==> config.mk <==
export PLATFORM = sky130hd
export DESIGN_NAME = cbw_core
export DESIGN_NICKNAME = d
export VERILOG_FILES = /design/src/cbw_pkg.sv /design/src/cbw_core.sv /design/src/cbw_watchdog.sv
export VERILOG_INCLUDE_DIRS = /design/src
export SDC_FILE = /design/constraint.sdc
export NUM_CORES = 1
export LEC_CHECK = 0
export BUFFER_PORTS_ARGS = -buffer_cell sky130_fd_sc_hd__buf_4
export CAP_MARGIN = 30
export CORE_MARGIN = 8
export CORE_UTILIZATION = 51
export CTS_CLUSTER_SIZE = 40
export DETAILED_ROUTE_END_ITERATION = 10
export PLACE_DENSITY = 0.74
export RECOVER_POWER = 25
export SLEW_MARGIN = 20
export SYNTH_ARGS = -nofsm -noshare
export SYNTH_HDL_FRONTEND = slang
export SYNTH_HIERARCHICAL = 1
export SYNTH_SLANG_ARGS = --single-unit
==> constraint.sdc <==
create_clock -name clk -period 3.62 [get_ports clk]
set_input_delay 0.181 -clock clk [delete_from_list [all_inputs] [get_ports clk]]
set_output_delay 0.181 -clock clk [all_outputs]
set_load 0.005 [all_outputs]
==> src/cbw_defines.svh <==
// named constants for the coprocessor bus watchdog and exception unit
// assumes a 125 MHz core clock; included by the core and watchdog modules
`ifndef CBW_DEFINES_SVH
`define CBW_DEFINES_SVH

// host window: processor location zero sits at this host address
`define CBW_HOST_BASE 16'h0800
// exception vector table size, from address zero upward
`define CBW_VEC_TABLE_BYTES 20'h00400
// last byte index of the reset vector and of an ordinary vector
`define CBW_RESET_VEC_LAST 4'h7
`define CBW_VEC_LAST 4'h3
// bus error vector number
`define CBW_BUS_ERR_VEC 8'h02
// stack frame: last byte index, first index of the short frame, long frame length
`define CBW_FRAME_LAST 4'hd
`define CBW_FRAME_SHORT_START 4'h8
`define CBW_FRAME_LEN 32'h0000000e
// reset value of the pointers before the vector fetch
`define CBW_PTR_RESET 32'h00000000
// watchdog time in microseconds and clock rate in MHz
`define CBW_WDOG_TIME_US 180
`define CBW_CLK_MHZ 125
`define CBW_WDOG_CYCLES (`CBW_WDOG_TIME_US * `CBW_CLK_MHZ)

`endif

==> src/cbw_pkg.sv <==
// types shared by the coprocessor bus watchdog and exception unit
// assumes cbw_defines.svh is on the include path
package cbw_pkg;

	// one byte cycle towards shared host memory
	typedef struct packed {
		logic req;
		logic we;
		logic [15:0] addr;
		logic [7:0] wdata;
	} cbw_host_bus_type;

	// byte cycle asked by the execution core, processor addresses
	typedef struct packed {
		logic req;
		logic we;
		logic [19:0] addr;
		logic [7:0] wdata;
	} cbw_exec_bus_type;

	// exception request from the execution core
	typedef struct packed {
		logic valid;
		logic [7:0] vector;
		logic group0;
		logic [63:0] info;
		logic [15:0] status;
		logic [31:0] ret_pc;
	} cbw_exc_type;

	typedef enum logic [2:0] {
		CBW_OFF,
		CBW_RESET,
		CBW_RUN,
		CBW_EXEC,
		CBW_PUSH,
		CBW_VEC,
		CBW_HALT
	} cbw_state_type;

	// whole state of the main unit
	typedef struct packed {
		cbw_state_type st;
		logic board_on;
		logic run;
		logic halted;
		logic done;
		logic fault;
		logic [31:0] pc;
		logic [31:0] supervisor_stack_ptr;
		logic [3:0] idx;
		logic [3:0] first;
		logic [19:0] paddr;
		logic [63:0] rbuf;
		logic [111:0] frame;
		logic [7:0] vector;
		logic [7:0] rdata;
		cbw_host_bus_type bus;
	} cbw_core_state_type;

	// watchdog state
	typedef struct packed {
		logic busy;
		logic [15:0] cnt;
		logic timeout;
	} cbw_wdog_state_type;

endpackage

==> src/cbw_core.sv <==
// coprocessor board bus and exception unit: reset vector fetch, exception
// stacking and vector jump, bus timeout, board on/off and host address offset
// assumes one 125 MHz clock, host memory answers with transfer_ack
//
// How it works
// - watchdog raises bus error after 180 us without transfer acknowledge on an execution-core cycle; during vector fetch or stacking it halts the board
// - on start, the first eight bytes are fetched before anything runs
// - first four vector bytes load the 32-bit supervisor stack pointer
// - next four bytes load the program counter; execution starts there
// - reset vector is eight bytes; every other vector is four bytes
// - vector table is one kilobyte starting at address zero
// - exception: stop, save state, read 32-bit vector, jump to it
// - bus or address error pushes return address and status word
// - bus or address error also pushes four extra status words
// - processor address zero maps to host address 0x800
// - host on-command starts the board; host reset turns it off
// - board is off while the host runs timing-critical disk transfers
`timescale 1ns/1ps
`include "cbw_defines.svh"
module cbw_core #(
	parameter int WDOG_CYCLES = `CBW_WDOG_CYCLES
) (
	input wire logic clk,
	input wire logic rstn,
	input wire logic host_reset,
	input wire logic board_on_command,
	input wire logic disk_busy,
	input wire logic transfer_ack,
	input wire logic [7:0] host_rdata,
	input cbw_pkg::cbw_exec_bus_type exec_bus,
	input wire logic [31:0] exec_pc,
	input wire logic [15:0] processor_status_word,
	input cbw_pkg::cbw_exc_type exc_req,
	output cbw_pkg::cbw_host_bus_type host_bus_q,
	output logic board_on_q,
	output logic run_q,
	output logic halted_q,
	output logic [31:0] program_counter_q,
	output logic [31:0] supervisor_stack_ptr_q,
	output logic [7:0] exec_rdata_q,
	output logic exec_done_q,
	output logic bus_fault_in_q
);
	import cbw_pkg::*;

	cbw_core_state_type s_q, s_d;
	logic issue;
	logic ack;
	logic timeout;
	logic [111:0] frame_shift;

	// processor byte address to host address
	function automatic logic [15:0] cbw_host_addr(input logic [19:0] paddr);
		cbw_host_addr = paddr[15:0] + `CBW_HOST_BASE;
	endfunction

	// byte read cycle at a processor address
	function automatic cbw_host_bus_type cbw_read(input logic [19:0] paddr);
		cbw_read = '{req: 1'b1, we: 1'b0, addr: cbw_host_addr(paddr), wdata: 8'h00};
	endfunction

	assign ack = transfer_ack && s_q.bus.req;
	assign frame_shift = s_q.frame << {s_q.idx, 3'b000};

	// bus timeout watchdog, cancelled when the board is forced off
	cbw_watchdog #(
		.LIMIT(WDOG_CYCLES)
	) u_wdog (
		.clk(clk),
		.rstn(rstn),
		.start(issue),
		.ack(ack || host_reset || disk_busy),
		.timeout_q(timeout)
	);

	// main sequencer
	always_comb begin
		s_d = s_q;
		s_d.done = 1'b0;
		s_d.fault = 1'b0;
		if (host_reset || disk_busy) begin
			s_d.board_on = 1'b0; // forced off
			s_d.run = 1'b0;
			s_d.halted = 1'b0;
			s_d.bus = '0;
			s_d.st = CBW_OFF;
		end else begin
			unique case (s_q.st)
				CBW_OFF: begin
					if (board_on_command) begin
						s_d.board_on = 1'b1; // explicit on-command
						s_d.idx = 4'h0;
						s_d.paddr = 20'h00000;
						s_d.st = CBW_RESET; // vector fetch comes first
					end
				end
				CBW_RESET: begin
					if (!s_q.bus.req) begin
						s_d.paddr = {16'h0000, s_q.idx}; // bytes 0..7
						s_d.bus = cbw_read(s_d.paddr);
					end else if (ack) begin
						s_d.bus = '0;
						s_d.rbuf = {s_q.rbuf[55:0], host_rdata};
						s_d.idx = s_q.idx + 4'h1;
						if (s_q.idx == `CBW_RESET_VEC_LAST) begin // eight-byte vector
							s_d.supervisor_stack_ptr = s_q.rbuf[55:24]; // first four bytes
							s_d.pc = {s_q.rbuf[23:0], host_rdata}; // next four
							s_d.run = 1'b1;
							s_d.st = CBW_RUN;
						end
					end else if (timeout) begin
						s_d.bus = '0;
						s_d.halted = 1'b1;
						s_d.st = CBW_HALT;
					end
				end
				CBW_RUN: begin
					if (exc_req.valid) begin
						s_d.run = 1'b0; // suspend execution
						s_d.frame = {exc_req.info, exc_req.status, exc_req.ret_pc};
						s_d.vector = exc_req.vector;
						s_d.first = exc_req.group0 ? 4'h0 : `CBW_FRAME_SHORT_START;
						s_d.idx = s_d.first;
						s_d.st = CBW_PUSH;
					end else if (exec_bus.req && !s_q.done) begin
						s_d.paddr = exec_bus.addr;
						s_d.bus = '{req: 1'b1, we: exec_bus.we, addr: cbw_host_addr(exec_bus.addr),
							wdata: exec_bus.wdata};
						s_d.st = CBW_EXEC;
					end
				end
				CBW_EXEC: begin
					if (ack) begin
						s_d.bus = '0;
						s_d.rdata = host_rdata;
						s_d.done = 1'b1;
						s_d.st = CBW_RUN;
					end else if (timeout) begin
						s_d.bus = '0;
						s_d.fault = 1'b1; // bus error line
						s_d.run = 1'b0;
						// access word, faulting address, zero instruction word
						s_d.frame = {11'h000, s_q.bus.we, 4'h0, 12'h000, s_q.paddr, 16'h0000,
							processor_status_word, exec_pc};
						s_d.vector = `CBW_BUS_ERR_VEC;
						s_d.first = 4'h0;
						s_d.idx = 4'h0;
						s_d.st = CBW_PUSH;
					end
				end
				CBW_PUSH: begin
					if (!s_q.bus.req) begin
						// frame sits just below the stack pointer, ascending
						s_d.paddr = 20'(s_q.supervisor_stack_ptr - `CBW_FRAME_LEN + {28'h0000000, s_q.idx});
						s_d.bus = '{req: 1'b1, we: 1'b1, addr: cbw_host_addr(s_d.paddr),
							wdata: frame_shift[111:104]};
					end else if (ack) begin
						s_d.bus = '0;
						s_d.idx = s_q.idx + 4'h1;
						if (s_q.idx == `CBW_FRAME_LAST) begin
							s_d.supervisor_stack_ptr = s_q.supervisor_stack_ptr - `CBW_FRAME_LEN + {28'h0000000, s_q.first};
							s_d.idx = 4'h0;
							s_d.st = CBW_VEC;
						end
					end else if (timeout) begin
						s_d.bus = '0;
						s_d.halted = 1'b1;
						s_d.st = CBW_HALT;
					end
				end
				CBW_VEC: begin
					if (!s_q.bus.req) begin
						s_d.paddr = {10'h000, s_q.vector, s_q.idx[1:0]}; // table at zero
						s_d.bus = cbw_read(s_d.paddr);
					end else if (ack) begin
						s_d.bus = '0;
						s_d.rbuf = {s_q.rbuf[55:0], host_rdata};
						s_d.idx = s_q.idx + 4'h1;
						if (s_q.idx == `CBW_VEC_LAST) begin // four-byte vector
							s_d.pc = {s_q.rbuf[23:0], host_rdata}; // jump
							s_d.run = 1'b1;
							s_d.st = CBW_RUN;
						end
					end else if (timeout) begin
						s_d.bus = '0;
						s_d.halted = 1'b1;
						s_d.st = CBW_HALT;
					end
				end
				CBW_HALT: begin
					s_d.halted = 1'b1; // double fault: wait for host reset or a disk transfer
				end
			endcase
		end
	end

	// new byte cycle starts the watchdog
	assign issue = s_d.bus.req && !s_q.bus.req;

	// state register; reset leaves the board off
	always_ff @(posedge clk) begin
		if (!rstn) begin
			s_q <= '0;
			s_q.st <= CBW_OFF;
			s_q.pc <= `CBW_PTR_RESET;
			s_q.supervisor_stack_ptr <= `CBW_PTR_RESET;
		end else begin
			s_q <= s_d;
		end
	end

	// outputs straight from the state register
	assign host_bus_q = s_q.bus;
	assign board_on_q = s_q.board_on;
	assign run_q = s_q.run;
	assign halted_q = s_q.halted;
	assign program_counter_q = s_q.pc;
	assign supervisor_stack_ptr_q = s_q.supervisor_stack_ptr;
	assign exec_rdata_q = s_q.rdata;
	assign exec_done_q = s_q.done;
	assign bus_fault_in_q = s_q.fault;

	a_off_on_reset: assert property (@(posedge clk) disable iff (!rstn)
		host_reset |=> !board_on_q && !run_q && !host_bus_q.req)
		else $error("board stayed on after host reset");
	a_disk_forces_off: assert property (@(posedge clk) disable iff (!rstn)
		disk_busy |=> !host_bus_q.req && !board_on_q)
		else $error("board used host memory during disk transfer");
	a_reset_fetch_addr: assert property (@(posedge clk) disable iff (!rstn)
		(s_q.st == CBW_RESET && host_bus_q.req) |->
			host_bus_q.addr == `CBW_HOST_BASE + {12'h000, s_q.idx} && !host_bus_q.we)
		else $error("reset vector read at wrong host address");
	a_run_after_fetch: assert property (@(posedge clk) disable iff (!rstn)
		$rose(run_q) |-> $past(s_q.st) == CBW_RESET && $past(s_q.idx) == `CBW_RESET_VEC_LAST
			|| $past(s_q.st) == CBW_VEC && $past(s_q.idx) == `CBW_VEC_LAST)
		else $error("execution started before the vector was read");
	a_vec_in_table: assert property (@(posedge clk) disable iff (!rstn)
		(s_q.st == CBW_VEC && host_bus_q.req) |-> s_q.paddr < `CBW_VEC_TABLE_BYTES)
		else $error("vector read outside the table");
	a_fault_pushes: assert property (@(posedge clk) disable iff (!rstn)
		bus_fault_in_q |-> s_q.st == CBW_PUSH && s_q.idx == 4'h0 && !run_q
			&& s_q.vector == `CBW_BUS_ERR_VEC)
		else $error("bus error did not start a long frame");
	a_push_then_vec: assert property (@(posedge clk) disable iff (!rstn || host_reset || disk_busy)
		(s_q.st == CBW_PUSH && ack && s_q.idx == `CBW_FRAME_LAST) |=>
			s_q.st == CBW_VEC && s_q.idx == 4'h0 && !run_q)
		else $error("vector not fetched after stacking");
	a_ssp_loaded: assert property (@(posedge clk) disable iff (!rstn || host_reset || disk_busy)
		(s_q.st == CBW_RESET && ack && s_q.idx == `CBW_RESET_VEC_LAST) |=>
			supervisor_stack_ptr_q == $past(s_q.rbuf[55:24])
			&& program_counter_q[7:0] == $past(host_rdata) && run_q)
		else $error("reset vector not loaded into pointers");

endmodule // cbw_core

==> src/cbw_watchdog.sv <==
// bus timeout watchdog: raises a one-cycle timeout when no acknowledge arrives
// assumes start and ack are synchronous single-cycle strobes from the main unit
`timescale 1ns/1ps
`include "cbw_defines.svh"
module cbw_watchdog #(
	parameter int LIMIT = `CBW_WDOG_CYCLES
) (
	input wire logic clk,
	input wire logic rstn,
	input wire logic start,
	input wire logic ack,
	output logic timeout_q
);
	import cbw_pkg::*;

	cbw_wdog_state_type s_q, s_d;

	// count while a cycle is open, stop on ack, fire at the limit
	always_comb begin
		s_d = s_q;
		s_d.timeout = 1'b0;
		if (start) begin
			s_d.busy = 1'b1; // each new cycle restarts the count
			s_d.cnt = 16'h0000;
		end else if (s_q.busy && ack) begin
			s_d.busy = 1'b0; // ack in time: stop quietly
		end else if (s_q.busy) begin
			if (s_q.cnt == 16'(LIMIT - 1)) begin
				s_d.timeout = 1'b1; // limit reached: bus error
				s_d.busy = 1'b0;
			end else begin
				s_d.cnt = s_q.cnt + 16'h0001;
			end
		end
	end

	// state register
	always_ff @(posedge clk) begin
		if (!rstn) begin
			s_q <= '0;
		end else begin
			s_q <= s_d;
		end
	end

	assign timeout_q = s_q.timeout;

	a_fire_at_limit: assert property (@(posedge clk) disable iff (!rstn)
		$rose(s_q.timeout) |-> $past(s_q.cnt) == 16'(LIMIT - 1))
		else $error("watchdog fired before the limit");
	a_ack_no_fire: assert property (@(posedge clk) disable iff (!rstn)
		(s_q.busy && ack && !start) |=> !s_q.timeout && !s_q.busy)
		else $error("watchdog fired after ack");
	a_start_restarts: assert property (@(posedge clk) disable iff (!rstn)
		start |=> s_q.busy && s_q.cnt == 16'h0000 ##1 !s_q.timeout)
		else $error("watchdog did not restart");

endmodule // cbw_watchdog

# --- Word level (Yosys, flattened, before mapping) ---
# Index checks and enable logic that the tools add are counted.
totals:
  reg_bits: 328
  inputBits: 214
  output_inout_bits: 103
  wordCells: 189
classes:
  add_sub_neg: 9
  n_eq_ne: 33
  n_shift: 1
  n_mux: 81
  bitwise_logic: 6
  reduce_logical: 37
ops:
  columns: ["operator", "n"]
  rows:
  - ["120-bit 2-to-1 mux", 3]
  - ["26-bit 2-to-1 mux", 10]
  - ["120-bit case mux with 2 select lines", 1]
  - ["68-bit 2-to-1 mux", 2]
  - ["26-bit case mux with 5 select lines", 1]
  - ["32-bit case mux with 2 select lines", 2]
  - ["20-bit 2-to-1 mux", 6]
  - ["112-bit by 7-bit << shifter with 112-bit output", 1]
  - ["36-bit 2-to-1 mux", 3]
  - ["20-bit case mux with 5 select lines", 1]
  - ["32-bit 2-to-1 mux", 3]
  - ["64-bit 2-to-1 mux", 1]
  - ["3-bit 2-to-1 mux", 14]
  - ["17-bit 2-to-1 mux", 2]
  - ["2-bit != test (second input constant)", 17]
  - ["16-bit by 12-bit adder with 16-bit output (second input constant)", 2]
  - ["32-bit by 4-bit adder with 32-bit output", 1]
  - ["32-bit by 4-bit subtractor with 32-bit output (second input constant)", 1]
  - ["8-bit 2-to-1 mux", 3]
  - ["4-bit case mux with 6 select lines", 1]
  - ["8-bit AND reduction", 3]
  - ["20-bit by 4-bit adder with 20-bit output", 1]
  - ["4-bit 2-to-1 mux", 5]
  - ["10-bit AND reduction", 2]
  - ["38 further kinds", 81]

# --- Longest topological paths before layout ---
# Gate-level depths: netlist (run 1).
logic_depth:
  depth_word: 8
  depth_mapped: 13
  mapped_depth_nobuf: 12

# --- Cells and area by module ---
# The synthesis (run 1) kept the hierarchy.
modules_own_cells:
  columns: ["mod", "n_inst", "cells_per_inst", "area_each_um2", "seq_area_each_um2"]
  rows:
  - ["cbw_core", 1, 2153, 16585.9, 6145.9]
  - ["cbw_watchdog", 1, 103, 923.4, 360.3]

# --- Least setup slack after synthesis (run 1) ---
# OpenSTA, ideal clock, no wires.
synth_path:
  kind: "register to register"
  start: "reg s_q[243] (netlist bit)"
  end: "reg s_q[232] (netlist bit)"
  t_arrival_ns: 3.374
  required_ns: 3.505
  setup_slack_ns: 0.131
  stages_incl_launch_ff: 13
  synth_period_minus_slack_ns: 3.489
  path_cell_list: "dfxtp_1 buf_1 clkbuf_1 inv_1 fa_1 nor2b_1 o21a_1 o22ai_1 or4_1 or3_1 a32oi_1 o21ai_1 and2_1"
synth_between:
  elab_chain_cells: 3
synth_lines:
  columns: ["item", "line_no", "source"]
  rows:
  - ["start, declared", "cbw_core.sv:46", "cbw_core_state_type s_q, s_d;"]
  - ["20-bit by 4-bit adder with 20-bit output", "cbw_core.sv:154", "s_d.paddr = 20'(s_q.supervisor_stack_ptr - `CBW_FRAME_LEN + {28'h0000000, s_q.idx});"]
  - ["20-bit 2-to-1 mux", "cbw_core.sv:152", "if (!s_q.bus.req) begin"]
  - ["20-bit case mux with 5 select lines", "cbw_core.sv:88", "unique case (s_q.st)"]
# No other way between the ends. The select of a mux whose other input is x is not followed.
# A chain may end at the register's enable or synchronous reset.

# --- Worst setup path after layout (run 1) ---
layout_path:
  start: "reg s_q, in the netlist supervisor_stack_ptr_q[2]"
  end: "reg s_q, in the netlist supervisor_stack_ptr_q[29]"
layout_between:
  elab_chain_cells: 6
layout_lines:
  columns: ["item", "line_no", "source"]
  rows:
  - ["32-bit by 4-bit subtractor with 32-bit output (no line)", null, null]
  - ["32-bit by 4-bit adder with 32-bit output", "cbw_core.sv:161", "s_d.supervisor_stack_ptr = s_q.supervisor_stack_ptr - `CBW_FRAME_LEN + {28'h0000000, s_q.first};"]
  - ["36-bit 2-to-1 mux", "cbw_core.sv:160", "if (s_q.idx == `CBW_FRAME_LAST) begin"]
  - ["36-bit 2-to-1 mux", "cbw_core.sv:157", "end else if (ack) begin"]
  - ["36-bit 2-to-1 mux", "cbw_core.sv:152", null]
  - ["32-bit case mux with 2 select lines", "cbw_core.sv:88", null]
# No other way between the ends. The select of a mux whose other input is x is not followed.

==> reports/results.env, run 1 <==
RESULT_OF_THE_RUN='completed'
CP_DATA_ARRIVAL_TIME_NS=3.82
FIN_CRIT_SH=0.949
GLOBALROUTETOTALUTIL=0.318
DRIVE_GT1_FRAC=0.176
WL_MICRONS=68500
FIN_WORST_SKEW_NS=0.0205
TIMING.CRITICAL_PATH.CELLS='ha_1, nand2_1, nand4_4, nand2b_1, a221oi_4, nand4_2, nor4_1, xnor2_1, o22ai_1'
YOSYS.CELL_COUNT.TOP_TYPE='sky130_fd_sc_hd__nand2_1'
PATH_DELAY_FAMILY='simple AND/OR/NAND/NOR gates'
CRIT_REQUIRED_NS=4.01
HOLD_PATH_DEPTH=5
CTS_MAX_LEVEL=2
NETLIST_TOP_CELLS_AREA='sky130_fd_sc_hd__dfxtp_1 (37%), sky130_fd_sc_hd__nand2_1 (11%), sky130_fd_sc_hd__a21oi_1 (6.4%)'
CP-START-KIND='flop'
GRT_SETUP_UNREPAIRED='false'
TIMING.FINAL.SETUP_VIOLATIONS=0
CLK_ROOT_BUFFER_CELL='sky130_fd_sc_hd__clkbuf_16'
SYNTH-ASYNC-RESET-RATIO=0
POSTSYNTHNETCOUNT=2486
YS_SEQ_ELEMENTS=325
PLACEMENT.IO_BUFFERS=316
TIMING.CRITICAL_PATH.TO='supervisor_stack_ptr_q[29]$_SDFFE_PN0P_'
SYNTH_COMMONEST_CELLS='sky130_fd_sc_hd__nand2_1 (492), sky130_fd_sc_hd__dfxtp_1 (325), sky130_fd_sc_hd__a21oi_1 (223), sky130_fd_sc_hd__nor2_1 (173), sky130_fd_sc_hd__clkbuf_1 (164)'
SYNTH_ENABLE_FLOP_CELLS=0
STD_CELL_ROWS=68
METAL1_WIRELENGTH_MICRONS=28900
IR_WORST_VDD_mV=0.514
MAPPEDNETLISTAREA_SQ_UM=17500
FIN_HOLD_WS_NS=0.0331
POST-SYNTH-TOP-AREA-CELL='sky130_fd_sc_hd__dfxtp_1'
DETAIL_ROUTE_ANTENNA_NETS=0
CORE_AREA_SQ_UM=34200
YOSYS.CELL_TYPES.COUNT=85
MET2_LENGTH_MICRONS=29700
SEQ_AREA_SQ_UM=6510
CRITPATHLAUNCH='supervisor_stack_ptr_q[2]$_SDFFE_PN0P_'
CRITICALPATHCATEGORY='reg2reg'
TIMING.FINAL.HOLD_VIOLATIONS=0
DIE_WIDTH_MICRONS=201
DP.FINAL_HPWL_MICRONS=46200
HOLD_PATH_STARTPOINT='exec_bus[28]'
FINAL_CORE_UTILIZATION=0.657
ROUTABILITYCONGESTION=0.986
WORST_PATH_MAX_DELAY_CELL='sky130_fd_sc_hd__a221oi_4'
VIAS_PER_CELL=6.07
DIE_AREA_SQ_UM=40500
CRIT-REG2REG-CAPTURE='supervisor_stack_ptr_q[29]$_SDFFE_PN0P_'
SLEW_HEADROOM=0.207
FINAL_AREA_SQ_UM=22500
CRITICAL_PATH_BUF_INV_COUNT=0
WORST-PATH-STAGES=9
TOTALPOWERFINAL_mW=7.74
MAX-CAP-VIOLATIONS=0
NUMBER_OF_SYNTHESIS_WARNINGS=6
DRT_ITER0_DRC=2215
ROUTED-VIA-COUNT=18700
R2R.WORST_PATH.CELLS=9
MIN_PATH_TYPE='in2reg'
CLK_TRANSITION_REPORTED_PATHS_NS=0.06
TIMING.FMAX_MHz=291
MULTI_INPUT_COMB_AREA_SQ_UM=9510
CLOCK_LATENCY_OF_THE_LATER_CLOCKED_REGISTER_IN_THE_WORST_SKEW_PAIR_NS=0.54
SETUP_TOTAL_NEGATIVE_SLACK_NS=0
WORST_R2R_STARTPOINT='supervisor_stack_ptr_q[2]$_SDFFE_PN0P_'
CHIPHEIGHT_MICRONS=201
CTS.SINKS=325
IO_PINS=317
SEQ_AREA_FRAC_SYNTH=0.372
DRT-WIRELENGTH-PER-CELL_MICRONS=22.3
MAXIMUM_NUMBER_OF_PINS_ON_ONE_NET_BEFORE_GLOBAL_ROUTE_REPAIR=107
LAYOUT_FILLER_CELL_COUNT=2830
GRT.OVERFLOW.TOTAL=0
FINAL_WS_SETUP_NS=0.185
FINAL-MAX-SLEW-VIOLATION-COUNT=0
DR_WL_MET3_MICRONS=7630
SYNTH_CELLS=2256
POST_LAYOUT_NONFILLER_INSTANCES=3073
SYNTH_TOP_FLOP_CELL='sky130_fd_sc_hd__dfxtp_1'
END_KIND='flop'
DRTPASS1ITERATIONS=6
GRT_PASS1_VIAS=17800
NUMBER_OF_ANTENNA_VIOLATIONS_AT_THE_FIRST_CHECK_IN_GLOBAL_ROUTING=7
FINISH.NET_COUNT=2815
SYN_AREA_PER_CELL_SQ_UM=7.76
YOSYSTOPAREACELLSHARE=0.372
CRIT_PATH_MAX_FANOUT=9
TRITONCTS='done'
WORSTMARGINPINSLEW_NS=1.19
DRCVIOLATIONCOUNT=0
CLK_PATH_BUF_DEPTH=3
CELLLEAKAGEPOWER_nW=8.36
AREA_GROWTH_SYN_TO_LAYOUT_PCT=28.3
CTS_MADE_BUFFERS=37
HIGHEST-SIGNAL-LAYER='met4'
CP_SLOWEST_STAGE_DELAY_NS=0.57
POST-PLACE-CELLS=2820
INITIAL_UTILIZATION=0.512
DETAILEDPLACE.WORSTSLACK_NS=0.271
GLOBAL_ROUTE_WIRE_LENGTH_BEFORE_REPAIR_MICRONS=104000
POST_DP_CELL_AREA_SQ_UM=19600
POWER_DENSITY_nW_PER_UM2=344
FINALWORSTPATHREQUIREDPERIOD_NS=3.43
RRSETUPSLACK_NS=0.19
## cell type report
class	count	area share
clock buffers	56	0.0489
well taps	455	0.0253
repair buffers	569	0.205
multi-input cells	1631	0.423
diodes	7	0.000780
flip-flops and latches	325	0.290
clock inverters	9	0.00356
inverters	21	0.00373
## kinds of logic (layout without fill, tap and decap cells)
logic type | after synthesis | after routing | synth area share
AOI/OAI and AO/OA | 550 | 550 | 0.205
xor gates and xnor gates | 67 | 67 | 0.0335
adders and majority gates | 16 | 16 | 0.0119
buffers and inverters | 301 | 655 | 0.0872
DFF | 325 | 325 | 0.372
muxes | 46 | 46 | 0.0435
other | 0 | 7 | 0
and+or+nand+nor | 951 | 952 | 0.247
## state kept, by name, summed over array words and instances (netlist names)
signal	count
bus_fault_in_q	1
program_counter_q	32
exec_rdata_q	8
exec_done_q	1
u_wdog/timeout_q	1
host_bus_q	26
supervisor_stack_ptr_q	32
halted_q	1
run_q	1
board_on_q	1
u_wdog/s_q	17
s_q	204
## how the worst min path moves through the flow
stage,slack [ns],endpoint
after CTS,0.03,host_bus_q[24]$_SDFFE_PP0P_
after global routing,0.04,s_q[236]$_SDFFE_PN0P_
final,0.03,host_bus_q[24]$_SDFFE_PP0P_
after detailed placement,0.44,s_q[93]$_SDFFE_PN0P_
after floorplan,0.30,u_wdog/s_q[17]$_SDFF_PN0_
after global placement,0.44,s_q[93]$_SDFFE_PN0P_
## worst min-delay path, cell delays in order
cell	delay [ns]
sky130_fd_sc_hd__buf_4	0.08
sky130_fd_sc_hd__nand2_1	0.04
sky130_fd_sc_hd__o21ai_0	0.08
sky130_fd_sc_hd__a22oi_1	0.07
sky130_fd_sc_hd__nor2_1	0.08
## layer usage
| metal | vias to the layer above | global-route usage |
|---|---|---|
| met5 | - | 0 |
| li1 | 8551 | - |
| met4 | 0 | 0.108 |
| met2 | 1080 | 0.475 |
| met3 | 172 | 0.0844 |
| met1 | 8862 | 0.437 |
## where the power goes
part,total [mW],internal [mW],switching [mW]
registers,3.58,3.58,0.000561
logic,0.474,0.269,0.205
clock network,3.69,2.11,1.58
total,7.74,5.96,1.78
## cells in the final DEF (no fill, tap or decap), types with 10 or more instances in the layout
cell	n
sky130_fd_sc_hd__and2_1	23
sky130_fd_sc_hd__a21oi_1	223
sky130_fd_sc_hd__clkbuf_1	59
sky130_fd_sc_hd__dlygate4sd3_1	180
sky130_fd_sc_hd__o31ai_1	11
sky130_fd_sc_hd__or3_1	13
sky130_fd_sc_hd__nand2_1	490
sky130_fd_sc_hd__clkbuf_4	54
sky130_fd_sc_hd__nor2_1	171
sky130_fd_sc_hd__clkbuf_16	38
sky130_fd_sc_hd__nor3_1	44
sky130_fd_sc_hd__inv_1	19
sky130_fd_sc_hd__dfxtp_1	324
sky130_fd_sc_hd__nand4_1	22
sky130_fd_sc_hd__xnor2_1	37
sky130_fd_sc_hd__a221oi_1	17
sky130_fd_sc_hd__nor4_1	11
sky130_fd_sc_hd__o21ai_0	74
sky130_fd_sc_hd__mux4_2	24
sky130_fd_sc_hd__buf_4	279
sky130_fd_sc_hd__and3_1	11
sky130_fd_sc_hd__o211ai_1	12
sky130_fd_sc_hd__a2bb2oi_1	11
sky130_fd_sc_hd__xor2_1	30
sky130_fd_sc_hd__a22oi_1	22
sky130_fd_sc_hd__ha_1	15
sky130_fd_sc_hd__a311oi_1	71
sky130_fd_sc_hd__or4_1	14
sky130_fd_sc_hd__nand3_1	87
sky130_fd_sc_hd__mux2i_1	21
sky130_fd_sc_hd__nand2b_1	13
sky130_fd_sc_hd__o22ai_1	17
sky130_fd_sc_hd__a21o_1	10
## what timing repair did
item / 4_1_cts / 5_1_grt
hold endpoints to repair: 148 / 0
setup buffers: 0 / 0
setup endpoints to repair: 0 / 4
gates resized for setup: 0 / 2
hold buffers: 180 / 0
(Power assumes the default switching activity.)
==> run 2, diff against run 1 <==
--- a/config.mk
+++ b/config.mk
@@ -14,6 +14,7 @@
 export DETAILED_ROUTE_END_ITERATION = 10
 export PLACE_DENSITY = 0.74
 export RECOVER_POWER = 25
+export REMOVE_ABC_BUFFERS = 1
 export SLEW_MARGIN = 20
 export SYNTH_ARGS = -nofsm -noshare
 export SYNTH_HDL_FRONTEND = slang
==> reports/results.env, run 2 (synthesis gave the netlist of run 1 again) <==
RESULT_OF_THE_RUN='completed'
TOTALPOWERFINAL_mW=8.08
POWER_DENSITY_nW_PER_UM2=360
TIMING.FMAX_MHz=292
CLK_ROOT_BUFFER_CELL='sky130_fd_sc_hd__clkbuf_16'
TIMING.FINAL.HOLD_VIOLATIONS=0
IO_PINS=317
CLK_TRANSITION_REPORTED_PATHS_NS=0.06
TRITONCTS='done'
INITIAL_UTILIZATION=0.512
GRT.OVERFLOW.TOTAL=0
CRIT_PATH_MAX_FANOUT=122
R2R.WORST_PATH.CELLS=6
DRT_ITER0_DRC=1873
WL_MICRONS=65700
STD_CELL_ROWS=68
NUMBER_OF_ANTENNA_VIOLATIONS_AT_THE_FIRST_CHECK_IN_GLOBAL_ROUTING=4
VIAS_PER_CELL=6.08
CTS-RESIZED-GATES=0
LAYOUT_COMMONEST_CELL='sky130_fd_sc_hd__nand2_1'
RRSETUPSLACK_NS=0.20
CTS_MAX_LEVEL=2
PLACEMENT.IO_BUFFERS=316
MAX-CAP-VIOLATIONS=0
GRT_SETUP_UNREPAIRED='false'
ROUTABILITYCONGESTION=0.891
WORST_R2R_STARTPOINT='s_q[317]$_SDFFE_PP0P_'
MIN_PATH_TYPE='in2reg'
POST_LAYOUT_NONFILLER_INSTANCES=3061
DIE_WIDTH_MICRONS=201
FINAL_CELL_MIX='sky130_fd_sc_hd__nand2_1 (490), sky130_fd_sc_hd__dfxtp_1 (323), sky130_fd_sc_hd__buf_4 (270)'
CP-START-KIND='flop'
GRT_PASS1_VIAS=18100
WORSTMARGINPINSLEW_NS=1.48
DP.FINAL_HPWL_MICRONS=42100
REGISTERS.TOP_BY_FF_COUNT='s_q'
DIE_AREA_SQ_UM=40500
HOLD_PATH_DEPTH=5
CORE_AREA_SQ_UM=34200
CLOCK_LATENCY_OF_THE_LATER_CLOCKED_REGISTER_IN_THE_WORST_SKEW_PAIR_NS=0.54
CLK_PATH_BUF_DEPTH=3
FIN_HOLD_WS_NS=0.00334
IR_WORST_VDD_mV=0.350
CTS_MADE_BUFFERS=37
DRCVIOLATIONCOUNT=0
FIN_CRIT_SH=0.946
FINAL-MAX-SLEW-VIOLATION-COUNT=0
LARGEST_REGISTER_FFS=204
MIN_TO='host_bus_q[7]$_SDFFE_PP0P_'
SLEW_HEADROOM=0.0127
FIN_WORST_SKEW_NS=0.0242
FINALWORSTPATHREQUIREDPERIOD_NS=3.42
FINAL_CORE_UTILIZATION=0.657
CRIT_REQUIRED_NS=4.09
DRTPASS1ITERATIONS=6
CELLLEAKAGEPOWER_nW=8.32
GLOBALROUTETOTALUTIL=0.307
AREA_GROWTH_SYN_TO_LAYOUT_PCT=28.3
GLOBAL_ROUTE_WIRE_LENGTH_BEFORE_REPAIR_MICRONS=102000
TIMING.FINAL.SETUP_VIOLATIONS=0
CRITICALPATHCATEGORY='reg2reg'
END_KIND='flop'
ROUTED-VIA-COUNT=18600
DRIVE_GT1_FRAC=0.170
DETAIL_ROUTE_ANTENNA_NETS=0
CHIPHEIGHT_MICRONS=201
HOLD_PATH_STARTPOINT='exec_bus[7]'
FINISH.NET_COUNT=2805
POST-PLACE-CELLS=2809
CTS.SINKS=325
CRIT-REG2REG-CAPTURE='s_q[85]$_SDFFE_PN0P_'
CP_DATA_ARRIVAL_TIME_NS=3.90
MAXIMUM_NUMBER_OF_PINS_ON_ONE_NET_BEFORE_GLOBAL_ROUTE_REPAIR=142
DRT-WIRELENGTH-PER-CELL_MICRONS=21.5
==> run 2: changes by cell type in the layout (fill, tap and decap cells not counted), moves of 2 or more <==
cell,change
sky130_fd_sc_hd__buf_12,+2
sky130_fd_sc_hd__buf_4,-9
sky130_fd_sc_hd__bufinv_16,+6
sky130_fd_sc_hd__clkbuf_1,+12
sky130_fd_sc_hd__clkbuf_4,-19
sky130_fd_sc_hd__clkinv_2,+4
sky130_fd_sc_hd__diode_2,-4
sky130_fd_sc_hd__o21ai_1,-2
==> run 2: timing repair <==
action,in CTS,in global routing
hold endpoints to repair,148,0
buffers inserted,0,3
setup endpoints to repair,0,2
hold buffers,179,0
==> run 2: worst max-delay path, cell delays in order (launching register included) <==
cell and delay [ns]:
sky130_fd_sc_hd__dfxtp_1 0.67, sky130_fd_sc_hd__nor2b_1 0.21, sky130_fd_sc_hd__nand2_4 0.11, sky130_fd_sc_hd__clkbuf_4 1.07, sky130_fd_sc_hd__nand2_1 0.22, sky130_fd_sc_hd__a311oi_1 0.39
sky130_fd_sc_hd__dlygate4sd3_1 0.60
==> run 2: final cells by class <==
type,count,area (sq um)
Fill cell,2788,11700
Multi-Input combinational cell,1630,9510
Sequential cell,325,6510
Timing Repair Buffer,560,4480
Clock buffer,47,1030
Tap cell,455,569
Clock inverter,20,269
Inverter,21,86.3
Antenna cell,3,7.51
==> run 2: where the power goes <==
part	leakage, nW	internal (mW)	switching (mW)
sequential	2.62	3.58	0.000863
combinational	5.06	0.268	0.205
clock	0.640	2.46	1.57
total	8.32	6.30	1.77
==> run 2: how the worst max path moves through the flow <==
stage               slack, ns  cells past startpoint                                       to                              startpoint
floorplan               -3.45                      5                    s_q[106]$_SDFFE_PN0P_                   s_q[315]$_SDFFE_PP0P_
global placement         0.34                      8  supervisor_stack_ptr_q[29]$_SDFFE_PN0P_  supervisor_stack_ptr_q[4]$_SDFFE_PN0P_
detailed placement       0.19                      8  supervisor_stack_ptr_q[31]$_SDFFE_PN0P_  supervisor_stack_ptr_q[4]$_SDFFE_PN0P_
CTS                      0.17                      8  supervisor_stack_ptr_q[31]$_SDFFE_PN0P_  supervisor_stack_ptr_q[4]$_SDFFE_PN0P_
global route             0.02                      9  supervisor_stack_ptr_q[31]$_SDFFE_PN0P_  supervisor_stack_ptr_q[2]$_SDFFE_PN0P_
finish                   0.20                      6                     s_q[85]$_SDFFE_PN0P_                   s_q[317]$_SDFFE_PP0P_
==> run 2: per-layer routing <==
metal | global-route usage | wire length [microns]
met3 | 0.0650 | 6290
met1 | 0.395 | 26600
met5 | 0 | 12
met2 | 0.490 | 29600
met4 | 0.139 | 3220
==> run 2: per-stage QoR <==
stage	instance area [sq um]	TNS (ns)	setup WS, ns
floorplan	16100	-503.67	-3.45
global placement	19600	0	0.338
detailed placement	19600	0	0.189
CTS	22700	0	0.167
global route	22500	0	0.0211
finish	22500	0	0.197
==> run 3, diff against run 2 <==
--- a/config.mk
+++ b/config.mk
@@ -6,13 +6,15 @@
 export SDC_FILE = /design/constraint.sdc
 export NUM_CORES = 1
 export LEC_CHECK = 0
+export ABC_AREA = 1
 export BUFFER_PORTS_ARGS = -buffer_cell sky130_fd_sc_hd__buf_4
 export CAP_MARGIN = 30
 export CORE_MARGIN = 8
-export CORE_UTILIZATION = 51
+export CORE_UTILIZATION = 52
 export CTS_CLUSTER_SIZE = 40
 export DETAILED_ROUTE_END_ITERATION = 10
-export PLACE_DENSITY = 0.74
+export GPL_TIMING_DRIVEN = 0
+export PLACE_DENSITY = 0.75
 export RECOVER_POWER = 25
 export REMOVE_ABC_BUFFERS = 1
 export SLEW_MARGIN = 20
==> reports/results.env, run 3 <==
RESULT_OF_THE_RUN='completed'
FINAL_CELL_MIX='sky130_fd_sc_hd__nand2_1 (541), sky130_fd_sc_hd__a21oi_1 (382), sky130_fd_sc_hd__dfxtp_1 (321)'
CRIT_REQUIRED_NS=4.08
FINISH.NET_COUNT=3142
MAXIMUM_NUMBER_OF_PINS_ON_ONE_NET_BEFORE_GLOBAL_ROUTE_REPAIR=146
PATH_DELAY_FAMILY='flip-flops'
TRITONCTS='done'
SEQ_AREA_FRAC_SYNTH=0.355
NUMBER_OF_ANTENNA_VIOLATIONS_AT_THE_FIRST_CHECK_IN_GLOBAL_ROUTING=4
GLOBALROUTETOTALUTIL=0.280
CHIPHEIGHT_MICRONS=204
CORE_AREA_SQ_UM=34600
DRTPASS1ITERATIONS=8
CRIT_PATH_MAX_FANOUT=18
FINAL-MAX-SLEW-VIOLATION-COUNT=0
SYNTH-ASYNC-RESET-RATIO=0
VIAS_PER_CELL=5.64
TOTALPOWERFINAL_mW=8.17
DRT-WIRELENGTH-PER-CELL_MICRONS=18.3
DETAIL_ROUTE_ANTENNA_NETS=0
GLOBAL_ROUTE_WIRE_LENGTH_BEFORE_REPAIR_MICRONS=95900
CTS_MADE_BUFFERS=38
MAX-CAP-VIOLATIONS=0
FINAL_CORE_UTILIZATION=0.639
FINALWORSTPATHREQUIREDPERIOD_NS=3.47
WORSTMARGINPINSLEW_NS=1.43
GRT_UTIL_MET3=0.0682
MAPPEDNETLISTAREA_SQ_UM=18300
WORST_PATH_MAX_DELAY_CELL='sky130_fd_sc_hd__dfxtp_1'
MIN_PATH_TYPE='in2reg'
NETLIST_TOP_CELLS_AREA='sky130_fd_sc_hd__dfxtp_1 (35%), sky130_fd_sc_hd__nand2_1 (11%), sky130_fd_sc_hd__a21oi_1 (10%)'
REGISTERS.TOP_BY_FF_COUNT='s_q'
CLK_PATH_BUF_DEPTH=3
ROUTABILITYCONGESTION=0.893
CP_SLOWEST_STAGE_DELAY_NS=1.02
LAYOUT_COMMONEST_CELL='sky130_fd_sc_hd__nand2_1'
FIN_CRIT_SH=0.960
DIE_WIDTH_MICRONS=204
DP.FINAL_HPWL_MICRONS=42900
POST_LAYOUT_NONFILLER_INSTANCES=3399
INITIAL_UTILIZATION=0.529
POST-PLACE-CELLS=3261
TIMING.CRITICAL_PATH.CELLS='clkinv_2, nor2_1, o211ai_1, nand3_1, a31oi_1, o21ai_0, nand2_1, a21oi_1'
POST-SYNTH-TOP-AREA-CELL='sky130_fd_sc_hd__dfxtp_1'
YOSYS.CELL_COUNT.TOP_TYPE='sky130_fd_sc_hd__nand2_1'
YOSYSTOPAREACELLSHARE=0.355
DRT_ITER0_DRC=1807
SYN_AREA_PER_CELL_SQ_UM=6.74
MULTI_INPUT_COMB_AREA_SQ_UM=9620
SLEW_HEADROOM=0.0396
TIMING.FINAL.SETUP_VIOLATIONS=0
NUMBER_OF_SYNTHESIS_WARNINGS=6
POWER_DENSITY_nW_PER_UM2=369
PLACEMENT.IO_BUFFERS=316
STD_CELL_ROWS=68
LARGEST_REGISTER_FFS=204
CLOCK_LATENCY_OF_THE_LATER_CLOCKED_REGISTER_IN_THE_WORST_SKEW_PAIR_NS=0.53
LAYOUT_FILLER_CELL_COUNT=3151
GRT_PASS1_VIAS=17900
GLOBALROUTEMET1UTIL=0.371
CELLLEAKAGEPOWER_nW=9.45
DRCVIOLATIONCOUNT=0
GRT.OVERFLOW.TOTAL=0
SYNTH_TOP_FLOP_CELL='sky130_fd_sc_hd__dfxtp_1'
SYNTH_CELLS=2721
SYNTH_COMMONEST_CELLS='sky130_fd_sc_hd__nand2_1 (542), sky130_fd_sc_hd__a21oi_1 (382), sky130_fd_sc_hd__dfxtp_1 (325), sky130_fd_sc_hd__nor2_1 (302), sky130_fd_sc_hd__o21ai_0 (264)'
IR_WORST_VDD_mV=0.318
CRITICAL_PATH_BUF_INV_COUNT=1
CLK_TRANSITION_REPORTED_PATHS_NS=0.06
GRT_SETUP_UNREPAIRED='false'
CP-START-KIND='flop'
WL_MICRONS=62200
CP_DATA_ARRIVAL_TIME_NS=3.94
CTS.SINKS=325
DIE_AREA_SQ_UM=41500
GLOBALROUTE.BUSIESTLAYER='met2'
SEQ_AREA_SQ_UM=6510
END_KIND='flop'
FIN_WORST_SKEW_NS=0.00983
DRIVE_GT1_FRAC=0.166
CLK_ROOT_BUFFER_CELL='sky130_fd_sc_hd__clkbuf_16'
CTS_MAX_LEVEL=2
CRITICALPATHCATEGORY='reg2reg'
YS_SEQ_ELEMENTS=325
GRT_UTIL_MET2=0.435
TIMING.FMAX_MHz=288
IO_PINS=317
TIMING.FINAL.HOLD_VIOLATIONS=0
YOSYS.CELL_TYPES.COUNT=58
SYNTH_ENABLE_FLOP_CELLS=0
AREA_GROWTH_SYN_TO_LAYOUT_PCT=20.7
ROUTED-VIA-COUNT=19200
SETUP_TOTAL_NEGATIVE_SLACK_NS=0
run 3: cell families after synthesis:
family / count (synthesis) / share of synthesized area
and+or+nand+nor: 1123 / 0.275
adders and majority gates: 16 / 0.0113
buffers and inverters: 482 / 0.123
xor gates and xnor gates: 25 / 0.0138
DFF: 325 / 0.355
AOI/OAI and AO/OA: 750 / 0.221
run 3: layout make-up:
cell class / instances / share of cell area
Clock inverter: 13 / 0.00645
Antenna cell: 3 / 0.000339
Timing Repair Buffer: 403 / 0.147
Multi-Input combinational cell: 1914 / 0.435
Clock buffer: 56 / 0.0506
Sequential cell: 325 / 0.294
Inverter: 230 / 0.0402
Tap cell: 455 / 0.0257
run 3: stage by stage:
stage	hold slack (ns)	instance area (sq um)	setup WS, ns
final	0.00566	22100	0.145
after detailed placement	0.429	20300	-0.605
after floorplan	0.316	16900	-2.77
after global placement	0.421	19900	-7.26
after CTS	0.00984	22200	0.0293
after global routing	0.0115	22100	0.00871
run 3: final timing paths:
kind | start | end | slack [ns] | cells after the start
hold / removal | rstn | s_q[197]$_SDFFE_PN0P_ | 0.006 | 3
setup / recovery | s_q[244]$_SDFFE_PN0P_ | host_bus_q[7]$_SDFFE_PP0P_ | 0.15 | 8
hold reg to reg | program_counter_q[5]$_SDFFE_PN0P_ | program_counter_q[5]$_SDFFE_PN0P_ | 0.44 | 2
setup reg to reg | s_q[244]$_SDFFE_PN0P_ | host_bus_q[7]$_SDFFE_PP0P_ | 0.15 | 8
run 3: worst reg2reg max path, cell delays in order, from the launching register on:
cell and delay, ns:
sky130_fd_sc_hd__dfxtp_1 1.02, sky130_fd_sc_hd__clkinv_2 0.72, sky130_fd_sc_hd__nor2_1 0.78, sky130_fd_sc_hd__o211ai_1 0.27, sky130_fd_sc_hd__nand3_1 0.17, sky130_fd_sc_hd__a31oi_1 0.10
sky130_fd_sc_hd__o21ai_0 0.17, sky130_fd_sc_hd__nand2_1 0.07, sky130_fd_sc_hd__a21oi_1 0.13
run 3: repair_timing:
| action | CTS | global route |
|---|---|---|
| buffers inserted | 2 | 2 |
| gates resized for setup | 4 | 7 |
| endpoints found under the hold margin | 73 | 0 |
| cloned | 0 | 1 |
| pin swaps | 2 | 0 |
| hold buffers | 58 | 0 |
| setup endpoints to repair | 73 | 23 |
run 3: where the power goes:
group          internal (mW)  switching, mW  total (mW)  leakage (nW)
Clock                   2.31           1.56        3.86         0.628
Combinational          0.316          0.375       0.691          6.20
Sequential              3.59         0.0251        3.62          2.62
Total                   6.21           1.96        8.17          9.45
run 3: per-layer routing:
layer / vias up / share of wire
li1: 9281 / -
met1: 8883 / 0.42
met2: 875 / 0.45
met3: 140 / 0.10
met4: 2 / 0.035
met5: - / 0.00021
